File: src/design/srwg_pkg.sv
package srwg_pkg;

  // bus geometry
  localparam int ADDR_W = 23;
  localparam int DATA_W = 16;

  // clock and pin timing
  localparam int CLK_NS       = 50;
  localparam int STROBE_NS    = 100;  // least width of a write or read strobe
  localparam int STROBE_CYC   = (STROBE_NS + CLK_NS - 1) / CLK_NS;
  localparam int SYNC_LAT     = 2;    // synchroniser depth on the data lines
  localparam int HWRST_NS     = 500;  // least low time of the device reset pin
  localparam int HWRST_CYC    = (HWRST_NS + CLK_NS - 1) / CLK_NS;
  localparam int CNT_W        = 8;

  // secured region layout
  localparam logic [ADDR_W-1:0] SEC_LAST    = 23'h00_007F;
  localparam logic [ADDR_W-1:0] CUST_FIRST  = 23'h00_0040;
  localparam logic [ADDR_W-1:0] FLAG_ADDR   = 23'h00_0000;
  localparam logic [ADDR_W-1:0] LOCK_ADDR   = 23'h00_0002;
  localparam int                FACTORY_BIT = 7;
  localparam int                CUST_BIT    = 6;

  // command sequence words
  localparam logic [ADDR_W-1:0] UNLOCK_A1 = 23'h00_0555;
  localparam logic [ADDR_W-1:0] UNLOCK_A2 = 23'h00_02AA;
  localparam logic [ADDR_W-1:0] QUERY_A   = 23'h00_0055;
  localparam logic [ADDR_W-1:0] ZERO_A    = 23'h00_0000;
  localparam logic [DATA_W-1:0] UNLOCK_D1 = 16'h00AA;
  localparam logic [DATA_W-1:0] UNLOCK_D2 = 16'h0055;
  localparam logic [DATA_W-1:0] ENTER_D   = 16'h0088;
  localparam logic [DATA_W-1:0] EXIT_D    = 16'h0090;
  localparam logic [DATA_W-1:0] PROG_D    = 16'h00A0;
  localparam logic [DATA_W-1:0] PROTECT_D = 16'h0060;
  localparam logic [DATA_W-1:0] QUERY_D   = 16'h0098;
  localparam logic [DATA_W-1:0] RESET_D   = 16'h00F0;
  localparam logic [DATA_W-1:0] ZERO_D    = 16'h0000;

  typedef enum logic [3:0] {
    OP_READ_ARRAY, OP_ENTER_SEC, OP_EXIT_SEC, OP_READ_SEC, OP_PROG_SEC,
    OP_LOCK_CUST, OP_READ_FLAGS, OP_QUERY, OP_RESET_CMD, OP_HW_RESET
  } srwg_op_t;

  typedef struct packed {
    srwg_op_t          op;
    logic [ADDR_W-1:0] addr;
    logic [DATA_W-1:0] data;
  } srwg_cmd_t;

  typedef struct packed {
    logic              rd;
    logic              last;
    logic [ADDR_W-1:0] addr;
    logic [DATA_W-1:0] data;
  } srwg_step_t;

  typedef struct packed {
    logic [ADDR_W-1:0] addr;
    logic [DATA_W-1:0] dq_out;
    logic              dq_oe;
    logic              cs_n;
    logic              we_n;
    logic              oe_n;
  } srwg_pins_t;

  // one bus cycle of a command sequence, picked by operation and step number
  function automatic srwg_step_t srwg_seq(srwg_op_t op, logic [2:0] idx,
                                          logic [ADDR_W-1:0] a, logic [DATA_W-1:0] d);
    srwg_step_t s;
    s = '{rd: 1'b0, last: 1'b0, addr: UNLOCK_A1, data: UNLOCK_D1};
    if (idx == 3'd1)
    begin
      s.addr = UNLOCK_A2;
      s.data = UNLOCK_D2;
    end
    case (op)
      OP_ENTER_SEC:
      begin
        s.last = (idx == 3'd2);
        if (idx == 3'd2) s.data = ENTER_D;
      end
      OP_EXIT_SEC:
      begin
        s.last = (idx == 3'd3);
        if (idx == 3'd2) s.data = EXIT_D;
        if (idx == 3'd3) s = '{rd: 1'b0, last: 1'b1, addr: ZERO_A, data: ZERO_D};
      end
      OP_PROG_SEC:
      begin
        s.last = (idx == 3'd3);
        if (idx == 3'd2) s.data = PROG_D;
        if (idx == 3'd3) s = '{rd: 1'b0, last: 1'b1, addr: a, data: d};
      end
      OP_LOCK_CUST:
        s = '{rd: (idx == 3'd2), last: (idx == 3'd2), addr: LOCK_ADDR, data: PROTECT_D};
      OP_READ_ARRAY, OP_READ_SEC:
        s = '{rd: 1'b1, last: 1'b1, addr: a, data: ZERO_D};
      OP_READ_FLAGS:
        s = '{rd: 1'b1, last: 1'b1, addr: FLAG_ADDR, data: ZERO_D};
      OP_QUERY:
        s = '{rd: 1'b0, last: 1'b1, addr: QUERY_A, data: QUERY_D};
      default:
        s = '{rd: 1'b0, last: 1'b1, addr: ZERO_A, data: RESET_D};
    endcase
    return s;
  endfunction

endpackage

File: src/design/srwg_bus_cycle.sv
`timescale 1ns/1ns
module srwg_bus_cycle
(
  input  wire logic                        clk,
  input  wire logic                        rst,
  input  wire logic                        start,
  input  srwg_pkg::srwg_step_t             step,
  input  wire logic [srwg_pkg::DATA_W-1:0] dq_in,
  output logic                             busy,
  output logic                             done,
  output logic [srwg_pkg::DATA_W-1:0]      rdata,
  output srwg_pkg::srwg_pins_t             pins
);

  typedef enum logic [1:0] {PH_IDLE, PH_SETUP, PH_STROBE, PH_HOLD} srwg_ph_t;

  srwg_ph_t                      ph_reg, ph_next;
  logic [srwg_pkg::CNT_W-1:0]    cnt_reg, cnt_next;
  logic                          rd_reg, rd_next;
  logic [srwg_pkg::DATA_W-1:0]   rdata_reg, rdata_next;
  srwg_pkg::srwg_pins_t          pins_reg, pins_next;
  logic [srwg_pkg::DATA_W-1:0]   dq_s1_reg, dq_s2_reg;
  logic                          done_reg, done_next;

  // two-stage synchroniser on the data lines
  always_ff @(posedge clk or posedge rst)
  begin
    if (rst)
    begin
      dq_s1_reg <= 16'h0000;
      dq_s2_reg <= 16'h0000;
    end
    else
    begin
      dq_s1_reg <= dq_in;
      dq_s2_reg <= dq_s1_reg;
    end
  end

  // phase sequencing: setup, strobe low, strobe high with hold
  always_comb
  begin
    ph_next    = ph_reg;
    cnt_next   = cnt_reg;
    rd_next    = rd_reg;
    rdata_next = rdata_reg;
    pins_next  = pins_reg;
    done_next  = 1'b0;
    case (ph_reg)
      PH_IDLE:
        if (start)
        begin
          ph_next          = PH_SETUP;
          rd_next          = step.rd;
          pins_next.addr   = step.addr;
          pins_next.dq_out = step.data;
          pins_next.dq_oe  = !step.rd;
          pins_next.cs_n   = 1'b0;
        end
      PH_SETUP:
      begin
        ph_next = PH_STROBE;
        // write strobe only with chip select low and output enable high
        pins_next.we_n = rd_reg;
        pins_next.oe_n = !rd_reg;
        cnt_next = rd_reg ? 8'(srwg_pkg::STROBE_CYC + srwg_pkg::SYNC_LAT) : 8'(srwg_pkg::STROBE_CYC);
      end
      PH_STROBE:
        if (cnt_reg <= 8'd1)
        begin
          ph_next        = PH_HOLD;
          pins_next.we_n = 1'b1;
          pins_next.oe_n = 1'b1;
          if (rd_reg) rdata_next = dq_s2_reg;
        end
        else
          cnt_next = cnt_reg - 8'd1;
      PH_HOLD:
      begin
        ph_next         = PH_IDLE;
        pins_next.cs_n  = 1'b1;
        pins_next.dq_oe = 1'b0;
        done_next       = 1'b1;
      end
      default:
        ph_next = PH_IDLE;
    endcase
  end

  always_ff @(posedge clk or posedge rst)
  begin
    if (rst)
    begin
      ph_reg    <= PH_IDLE;
      cnt_reg   <= 8'h00;
      rd_reg    <= 1'b0;
      rdata_reg <= 16'h0000;
      pins_reg  <= '{addr: 23'h00_0000, dq_out: 16'h0000, dq_oe: 1'b0, cs_n: 1'b1, we_n: 1'b1, oe_n: 1'b1};
      done_reg  <= 1'b0;
    end
    else
    begin
      ph_reg    <= ph_next;
      cnt_reg   <= cnt_next;
      rd_reg    <= rd_next;
      rdata_reg <= rdata_next;
      pins_reg  <= pins_next;
      done_reg  <= done_next;
    end
  end

  assign busy  = (ph_reg != PH_IDLE);
  assign done  = done_reg;
  assign rdata = rdata_reg;
  assign pins  = pins_reg;

  // a write strobe never overlaps output enable and always sits inside chip select
  property p_write_gate;
    @(posedge clk) disable iff (rst)
      !pins_reg.we_n |-> (!pins_reg.cs_n && pins_reg.oe_n && pins_reg.dq_oe);
  endproperty
  a_write_gate: assert property (p_write_gate) else $error("write strobe outside legal gating");

  // chip select was already low before the write strobe fell
  property p_cs_before_we;
    @(posedge clk) disable iff (rst)
      $fell(pins_reg.we_n) |-> $past(!pins_reg.cs_n);
  endproperty
  a_cs_before_we: assert property (p_cs_before_we) else $error("write strobe fell without chip select");

endmodule

File: src/design/srwg_host.sv
`timescale 1ns/1ns
// Notes on behaviour
// - after the enter sequence, secured words are read at the boot addresses.
// - host locks the customer half by entering secured mode, then protecting.
// - host exits secured mode before touching the rest of the array.
// - writes need select and write strobe low with output enable high.
module srwg_host
(
  input  wire logic                        clk,
  input  wire logic                        rst,
  input  wire logic                        cmd_valid,
  input  srwg_pkg::srwg_cmd_t              cmd,
  output logic                             cmd_ready,
  output logic                             rsp_valid,
  output logic                             rsp_err,
  output logic [srwg_pkg::DATA_W-1:0]      rsp_data,
  output logic                             secured_mode,
  output logic                             factory_lock_flag,
  output logic                             customer_lock_flag,
  input  wire logic                        supply_ok,
  input  wire logic [srwg_pkg::DATA_W-1:0] dq_in,
  output srwg_pkg::srwg_pins_t             pins,
  output logic                             flash_reset_n
);

  typedef enum logic [1:0] {ST_HWRST, ST_IDLE, ST_ISSUE, ST_WAIT} srwg_st_t;

  srwg_st_t                     st_reg, st_next;
  srwg_pkg::srwg_cmd_t          cur_reg, cur_next;
  logic [2:0]                   idx_reg, idx_next;
  logic [srwg_pkg::CNT_W-1:0]   rcnt_reg, rcnt_next;
  logic                         sec_reg, sec_next;
  logic                         fac_reg, fac_next;
  logic                         cust_reg, cust_next;
  logic                         rv_reg, rv_next;
  logic                         re_reg, re_next;
  logic [srwg_pkg::DATA_W-1:0]  rd_reg, rd_next;
  logic                         sup_s1_reg, sup_s2_reg;
  logic                         eng_busy, eng_done, eng_start, refuse;
  logic [srwg_pkg::DATA_W-1:0]  eng_rdata;
  srwg_pkg::srwg_step_t         step;

  // supply-good level from the monitor passes two flip-flops
  always_ff @(posedge clk or posedge rst)
  begin
    if (rst)
    begin
      sup_s1_reg <= 1'b0;
      sup_s2_reg <= 1'b0;
    end
    else
    begin
      sup_s1_reg <= supply_ok;
      sup_s2_reg <= sup_s1_reg;
    end
  end

  // current bus cycle of the running command sequence
  assign step      = srwg_pkg::srwg_seq(cur_reg.op, idx_reg, cur_reg.addr, cur_reg.data);
  assign eng_start = (st_reg == ST_ISSUE);
  assign cmd_ready = (st_reg == ST_IDLE);

  // host-side screening of a command before it reaches the pins
  always_comb
  begin
    refuse = 1'b0;
    case (cmd.op)
      srwg_pkg::OP_READ_ARRAY:
        refuse = sec_reg;
      srwg_pkg::OP_READ_SEC, srwg_pkg::OP_READ_FLAGS:
        refuse = !sec_reg || (cmd.addr > srwg_pkg::SEC_LAST);
      srwg_pkg::OP_PROG_SEC:
        refuse = !sec_reg || (cmd.addr > srwg_pkg::SEC_LAST)
                 || (cmd.addr < srwg_pkg::CUST_FIRST) || cust_reg;
      srwg_pkg::OP_LOCK_CUST:
        refuse = !sec_reg || cust_reg;
      srwg_pkg::OP_HW_RESET:
        refuse = 1'b0;
      default:
        refuse = 1'b0;
    endcase
    // no writes while the supply is below the lockout level
    if (!sup_s2_reg && cmd.op != srwg_pkg::OP_HW_RESET && cmd.op != srwg_pkg::OP_READ_ARRAY
        && cmd.op != srwg_pkg::OP_READ_SEC && cmd.op != srwg_pkg::OP_READ_FLAGS)
      refuse = 1'b1;
  end

  // command sequencer and mode tracking
  always_comb
  begin
    st_next   = st_reg;
    cur_next  = cur_reg;
    idx_next  = idx_reg;
    rcnt_next = rcnt_reg;
    sec_next  = sec_reg;
    fac_next  = fac_reg;
    cust_next = cust_reg;
    rv_next   = 1'b0;
    re_next   = 1'b0;
    rd_next   = rd_reg;
    // the device drops to read mode on a supply dip
    if (!sup_s2_reg) sec_next = 1'b0;
    case (st_reg)
      ST_HWRST:
      begin
        sec_next = 1'b0;
        if (rcnt_reg <= 8'd1)
        begin
          st_next = ST_IDLE;
          if (cur_reg.op == srwg_pkg::OP_HW_RESET) rv_next = 1'b1;
        end
        else
          rcnt_next = rcnt_reg - 8'd1;
      end
      ST_IDLE:
        if (cmd_valid)
        begin
          cur_next = cmd;
          idx_next = 3'd0;
          if (refuse)
          begin
            rv_next = 1'b1;
            re_next = 1'b1;
          end
          else if (cmd.op == srwg_pkg::OP_HW_RESET)
          begin
            st_next   = ST_HWRST;
            rcnt_next = 8'(srwg_pkg::HWRST_CYC);
          end
          else
            st_next = ST_ISSUE;
        end
      ST_ISSUE:
        st_next = ST_WAIT;
      ST_WAIT:
        if (eng_done)
        begin
          if (!step.last)
          begin
            idx_next = idx_reg + 3'd1;
            st_next  = ST_ISSUE;
          end
          else
          begin
            st_next = ST_IDLE;
            rv_next = 1'b1;
            rd_next = eng_rdata;
            case (cur_reg.op)
              srwg_pkg::OP_ENTER_SEC: sec_next = 1'b1;
              srwg_pkg::OP_EXIT_SEC:  sec_next = 1'b0;
              srwg_pkg::OP_LOCK_CUST: cust_next = 1'b1;
              srwg_pkg::OP_READ_FLAGS:
              begin
                fac_next  = eng_rdata[srwg_pkg::FACTORY_BIT];
                cust_next = cust_reg | eng_rdata[srwg_pkg::CUST_BIT];
              end
              default: sec_next = sec_next;
            endcase
          end
        end
      default:
        st_next = ST_IDLE;
    endcase
  end

  always_ff @(posedge clk or posedge rst)
  begin
    if (rst)
    begin
      st_reg   <= ST_HWRST;
      cur_reg  <= '{op: srwg_pkg::OP_READ_ARRAY, addr: 23'h00_0000, data: 16'h0000};
      idx_reg  <= 3'd0;
      rcnt_reg <= 8'(srwg_pkg::HWRST_CYC);
      sec_reg  <= 1'b0;
      fac_reg  <= 1'b0;
      cust_reg <= 1'b0;
      rv_reg   <= 1'b0;
      re_reg   <= 1'b0;
      rd_reg   <= 16'h0000;
    end
    else
    begin
      st_reg   <= st_next;
      cur_reg  <= cur_next;
      idx_reg  <= idx_next;
      rcnt_reg <= rcnt_next;
      sec_reg  <= sec_next;
      fac_reg  <= fac_next;
      cust_reg <= cust_next;
      rv_reg   <= rv_next;
      re_reg   <= re_next;
      rd_reg   <= rd_next;
    end
  end

  // pin-level cycle engine
  srwg_bus_cycle u_cycle
  (
    .clk   (clk),
    .rst   (rst),
    .start (eng_start),
    .step  (step),
    .dq_in (dq_in),
    .busy  (eng_busy),
    .done  (eng_done),
    .rdata (eng_rdata),
    .pins  (pins)
  );

  assign flash_reset_n      = (st_reg != ST_HWRST);
  assign rsp_valid          = rv_reg;
  assign rsp_err            = re_reg;
  assign rsp_data           = rd_reg;
  assign secured_mode       = sec_reg;
  assign factory_lock_flag  = fac_reg;
  assign customer_lock_flag = cust_reg;

  // array reads are refused while secured mode is on
  property p_array_blocked;
    @(posedge clk) disable iff (rst)
      (cmd_valid && cmd_ready && cmd.op == srwg_pkg::OP_READ_ARRAY && sec_reg)
        |=> (rsp_valid && rsp_err && cmd_ready);
  endproperty
  a_array_blocked: assert property (p_array_blocked) else $error("array read passed in secured mode");

  // locking is only attempted from secured mode
  property p_lock_needs_enter;
    @(posedge clk) disable iff (rst)
      (cmd_valid && cmd_ready && cmd.op == srwg_pkg::OP_LOCK_CUST && !sec_reg) |=> (rsp_valid && rsp_err);
  endproperty
  a_lock_needs_enter: assert property (p_lock_needs_enter) else $error("lock issued outside secured mode");

  // secured reads are only issued after the enter sequence
  property p_sec_read_after_enter;
    @(posedge clk) disable iff (rst)
      (eng_start && cur_reg.op == srwg_pkg::OP_READ_SEC) |-> sec_reg;
  endproperty
  a_sec_read_after_enter: assert property (p_sec_read_after_enter) else $error("secured read without enter");

  // no write strobe while the device reset pin is held low
  property p_no_write_in_reset;
    @(posedge clk) disable iff (rst)
      !flash_reset_n |-> (pins.we_n && pins.cs_n);
  endproperty
  a_no_write_in_reset: assert property (p_no_write_in_reset) else $error("write during device reset");

  // each unlock cycle is a whole bus cycle: the engine is free when a step is issued
  property p_engine_free;
    @(posedge clk) disable iff (rst)
      eng_start |-> !eng_busy;
  endproperty
  a_engine_free: assert property (p_engine_free) else $error("bus cycle issued while engine busy");

  c_enter: cover property (@(posedge clk) disable iff (rst) $rose(sec_reg));
  c_lock:  cover property (@(posedge clk) disable iff (rst) $rose(cust_reg));
  c_exit:  cover property (@(posedge clk) disable iff (rst) $fell(sec_reg) && flash_reset_n);
  c_refuse: cover property (@(posedge clk) disable iff (rst) rsp_valid && rsp_err);

endmodule

File: config.mk
export PLATFORM = sky130hd
export DESIGN_NAME = srwg_host
export DESIGN_NICKNAME = d
export VERILOG_FILES = /design/src/design/srwg_pkg.sv /design/src/design/srwg_bus_cycle.sv /design/src/design/srwg_host.sv
export SDC_FILE = /design/constraint.sdc
export NUM_CORES = 1
export LEC_CHECK = 0
export BUFFER_PORTS_ARGS = -buffer_cell sky130_fd_sc_hd__buf_4
export CORE_MARGIN = 2
export CORE_UTILIZATION = 56
export CTS_CLUSTER_SIZE = 10
export DETAILED_ROUTE_END_ITERATION = 16
export PLACE_DENSITY = 0.8
export SYNTH_ARGS = -nofsm -noshare
export SYNTH_HDL_FRONTEND = slang
export SYNTH_SLANG_ARGS = --single-unit
export TNS_END_PERCENT = 10
File: constraint.sdc
create_clock -name clk -period 5.7 [get_ports clk]
set_input_delay 0 -clock clk [delete_from_list [all_inputs] [get_ports clk]]
set_output_delay 0 -clock clk [all_outputs]
set_load 0.02 [all_outputs]
# == After elaboration in Yosys (flattened, before gate mapping) ==
# Cells that the tools add are included.
# Widths: inputs -> output; s select.
# word_totals
ff_bits,182
latchBits,0
mem_bits_rw,0
mem_bits_ro,0
input_bits,63
out_inout_bits,66
word_cells,162
n_memories,0
# op_classes
addsub,3
multipliers,0
div,0
magnitude_cmp,4
n_eq_ne,35
shift,0
muxes,52
bitwise_logic,1
n_reduce_logical,40
# ops
cell,n
$pmux 23 s6,1
$pmux 16 s6,1
$mux 40,2
$mux 16,3
$mux 8,5
$pmux 8 s2,2
$eq 4x3->1 const B,7
$mux 27,1
$gt 23x7->1 const B,1
$lt 23x7->1 const B,1
$mux 2,9
$le 8x1->1 const B,2
$pmux 2 s4,2
$reduce_and 4->1,4
$sub 8x1->8 const B,2
$ne 2x2->1 const B,7
$eq 4x2->1 const B,3
$mux 1,12
$mux 3,4
$reduce_and 2->1,6
$reduce_bool 2->1,6
$eq 2x2->1 const B,4
$eq 4x4->1 const B,2
$logic_not 4->1,2
24 further kinds,46

# == Longest topological paths before layout ==
# logic_depth
depth_word,9
mapped_depth,9

# == Modules after synthesis ==
# A second synthesis with hierarchy kept.
# unflattened
hier_cells,638
hier_area_um2,7958.9
# by_module_without_submodules
module,n_inst,cells_per_inst,area_each_um2,seq_area_each_um2
srwg_host,1,394,4196.5,1979.4
srwg_bus_cycle,1,244,3762.4,2581.2

# == Worst setup path before layout ==
# OpenSTA, ideal clock, no wires.
# synth_path
path_kind,reg2reg
startpoint,register idx_reg[0]
endpoint,register st_reg[0]
setup_time_ps,134
arrival_ps,1988
path_slack_ps,3579
path_stages_with_launch,9
period_less_slack_ps,2121
cell_sequence,dfrtp_1 -> ha_1 -> ha_1 -> nor3b_1 -> a21oi_1 -> o32a_1 -> or2_2 -> a2111oi_0 -> o21ai_0
# synth_via
elab_chain_cells,6
# synth_lines
element,line,rtl
start: declaration,srwg_host.sv:30,"logic [2:0] idx_reg, idx_next;"
start signal: assignment,srwg_host.sv:185,idx_reg <= idx_next;
$eq 3x2->1,--,
$mux 40 (on tied branches),"srwg_pkg.sv:92, srwg_pkg.sv:86",
$pmux 1 s3 (*),srwg_pkg.sv:76,case (op)
$mux 2 (*),srwg_host.sv:138,if (!step.last)
$mux 2 (*),srwg_host.sv:136,if (eng_done)
$pmux 2 s4 (*),srwg_host.sv:103,case (st_reg)
end signal: assignment,srwg_host.sv:183,st_reg <= st_next;
end: declaration,srwg_host.sv:28,"srwg_st_t st_reg, st_next;"
# Mark *: on every way between the ends. The rest lies on a longest branch, timed or not. The select of a mux whose other input is x is not followed.
# A chain may end at the register's enable or synchronous reset.

# == Final worst setup path ==
# layout_path
startpoint,register st_reg[1]
endpoint,register rcnt_reg[6] (netlist bit)
# layout_via
elab_chain_cells,3
# layout_lines
element,line,rtl
$eq 2x1->1 / $logic_not 2->1 (equally long branches),srwg_host.sv:103,
"$ne 2x1->1 (no line), or another cell as far along",--,
$reduce_and 5->1 (no line),--,
end signal: assignment,srwg_host.sv:173,rcnt_reg <= 8'(srwg_pkg::HWRST_CYC);
end signal: assignment,srwg_host.sv:186,rcnt_reg <= rcnt_next;
end: declaration,srwg_host.sv:31,"logic [srwg_pkg::CNT_W-1:0] rcnt_reg, rcnt_next;"
# Several ways; a longest one is shown, not always the timed one.

==> results.md <==
- Outcome: complete, no violations
- Critical path arrival: 3.48 ns
- Peak fanout along the critical path: 46
- Crit path time final: 3.15 ns
- Flop pwr share: 0.408
- Post-synth EDFFs: 0
- Post-Place Worst Slack: about 2.7 ns
- Min-delay worst type: input pin to flop
- Post_cts resized: 0
- Vias per inst: about 5.7
- Die height: approximately 120 um
- Initial Util: 0.570
- Top FF cell, synth: dfrtp_1
- Net Count, Synth: approximately 690
- Headroom to the max-slew limit: 0.289
- Type of origin of the critical path: flop
- Peak supply drop: 0.300 mV
- Share of layout cells above drive strength 1: 0.318
- Synth Area in Simple Gates: 0.0974
- Core Rows: 42
- Critical path type: flop to flop
- Fmax achieved: 318 MHz
- CTS Sinks: about 180
- Final-report max-slew violation count: 0
- Largest net degree at the start of global routing: about 120
- CTS HTree Levels: 4
- Synthesized area: 7520 um2
- Xor/xnor share of the synthesized area: 0.00233
- DRT Pass-1 Iters: 5
- Final Wtd Congestion: about 0.9
- Synth cell count leaders: 177 x dfrtp_1, 76 x mux2_2, 47 x nand2_1
- Clock-pin slew on the worst setup and hold paths: roughly 0.070 ns
- Actual slew at the worst max-slew pin: between 1 and 1.5 ns
- Vias in the first global route: 5740
- Initial antenna violation count: 0
- Net Sw Frac: 0.362
- Yosys reg bits: approximately 180
- Power Density: a little over 500 nW/um2
- Synthesized-area fraction occupied by ao, oa, aoi and oai cells: 0.128
- Internal: around 3.2 mW
- # DRC: 0
- Proportion of power drawn by combinational gates: 0.356
- Leakage: between 4 and 5 nW
- Cell count after synthesis: roughly 610
- DRT iter0 DRCs: roughly 420
- Clk pwr share: 0.236
- Final Hold Fails: 0
- Vias: about 5.6k
- HPWL Detailed: between 10000 and 15000 um
- Clk buf depth: 2
- First-pass GRT wire length: about 28000 um
- P&R area growth vs syn: 31.0%
- Max-cap violations: 0
- IO Count: ~130
- Total GRT Usage: 0.251
- Post-Synth Adder-Cell Area: 0.0266
- Post-synthesis mux area share: 0.114
- Fin crit share: 0.553
- Post-Route Setup TNS: 0 ns
- Sw power: ~1.8 mW
- Crit path required time: roughly 6.0 ns
- FFs w/ async S/R, synth: 1.00
- Die W: around 120 um
- Port buffer count: between 100 and 150
- R2r setup slk: 2.55 ns
- CTS Buf Count: 17
- Crit. End Element: flop
- Final #Nets: between 800 and 900
- ANT nets after route: 0
- RSZ-0062 raised after global routing: false
- Cell taking the most area after synthesis: dfrtp_1
- Yosys warns: 0
- Final core utilization: 0.747
- Fill cell count: 844
- Layout Skew: 0.00859 ns
- Core footprint: between 10000 and 15000 um2
- Final number of setup-violating endpoints: 0
- Wirelength, routed: 17200 um
- Later-pin clock latency in the skew report: 0.44 ns
- Worst setup margin: approximately 2.6 ns
- Total overflow reported by the global router: 0
- Count leader, synth: dfrtp_1
- Avg Inst Size Synth: around 12 um2
- CTS tree: yes
- Register area share after synthesis: 0.606
- Total power: roughly 5.1 mW
- Antenna diode count: 0
- Die area: 14400 um2
- Clock root buffer master: clkbuf_16
- Largest family of logic cells by synthesized area: compound AO/OA/AOI/OAI gates
- Area contributors post-synth: dfrtp_1 59%, mux2_2 11%, o21ai_0 2.9%
- Area share of the largest cell type after synthesis: 0.589
- WL/cell: approximately 17 um
- Yosys cell types: just under 60
- Hold WS: roughly 0.039 ns
layout make-up:
type	instances	area, um2	area share
tap	176	220	0.0223
clock buffer	19	443	0.0449
sequential	182	4560	0.463
timing repair buffer	193	1600	0.162
inverter	25	98.8	0.0100
clock inverter	13	161	0.0164
multi-input combinational	382	2770	0.281
final timing paths:
path	start	end	cells after the start
worst max-delay path	st_reg[1]	rcnt_reg[6]	7
worst min-delay path	cmd_valid	st_reg[1]	5
worst max register to register	st_reg[1]	rcnt_reg[6]	7
worst min register to register	sup_s1_reg	sup_s2_reg	0
max in group asynchronous	rst	u_cycle.dq_s2_reg[11]	4
min in group asynchronous	rst	cur_reg[0]	3
power by group through the flow:
stage | Sequential [mW] | Clock (mW) | Combinational, mW
after global placement | 2.04 | 0 | 1.66
after global routing | 2.12 | 1.27 | 1.97
after CTS | 2.05 | 1.21 | 1.79
final | 2.06 | 1.19 | 1.80
after floorplan | 2.12 | 0 | 1.10
after detailed placement | 2.07 | 0 | 1.75
layer usage:
layer  vias to the layer above  routed length [um]  GRT usage
met2                       220                8750      0.432
met3                        45                 849     0.0537
met4                         0                 446      0.102
met5                         -                   0          0
li1                       2574                   -          -
met1                      2773                7120      0.310
what timing repair did:
item / in CTS / in global routing
hold buffers: 61 / 0
buffers inserted: 0 / 0
endpoints found under the hold margin: 173 / 0
placed cells by master, fill, tap and decap left out, types with 16 or more instances in the layout:
| cell | instances |
|---|---|
| buf_4 | 132 |
| ha_1 | 16 |
| dlygate4sd3_1 | 61 |
| nand2_1 | 46 |
| a22o_1 | 21 |
| clkbuf_16 | 17 |
| inv_1 | 24 |
| nor2_1 | 37 |
| mux2_2 | 76 |
| o21ai_0 | 44 |
| a21oi_1 | 31 |
| dfrtp_1 | 177 |
stage by stage:
stage | instances | cell area [um2]
after detailed placement | 897 | 8640
after CTS | 990 | 9860
after global placement | 897 | 8640
final | 990 | 9860
after global routing | 990 | 9860
after floorplan | 613 | 7520
critical path, stage by stage, from the launching register on:
cell	delay, ns
dfrtp_1	0.42
inv_1	0.10
ha_1	0.53
nand2_2	0.76
nor2_1	0.28
o2bb2ai_1	0.28
or2_2	0.39
o31ai_1	0.28
logic make-up after synthesis:
| group | Yosys count |
|---|---|
| adder cells (fa/ha/maj) | 16 |
| AND/OR/NAND/NOR | 146 |
| buffers and inverters | 49 |
| flip-flops | 182 |
| multiplexers | 76 |
| XOR/XNOR | 2 |
| AO/OA/AOI/OAI | 142 |
Note: power is estimated with default switching activity, not from simulation.
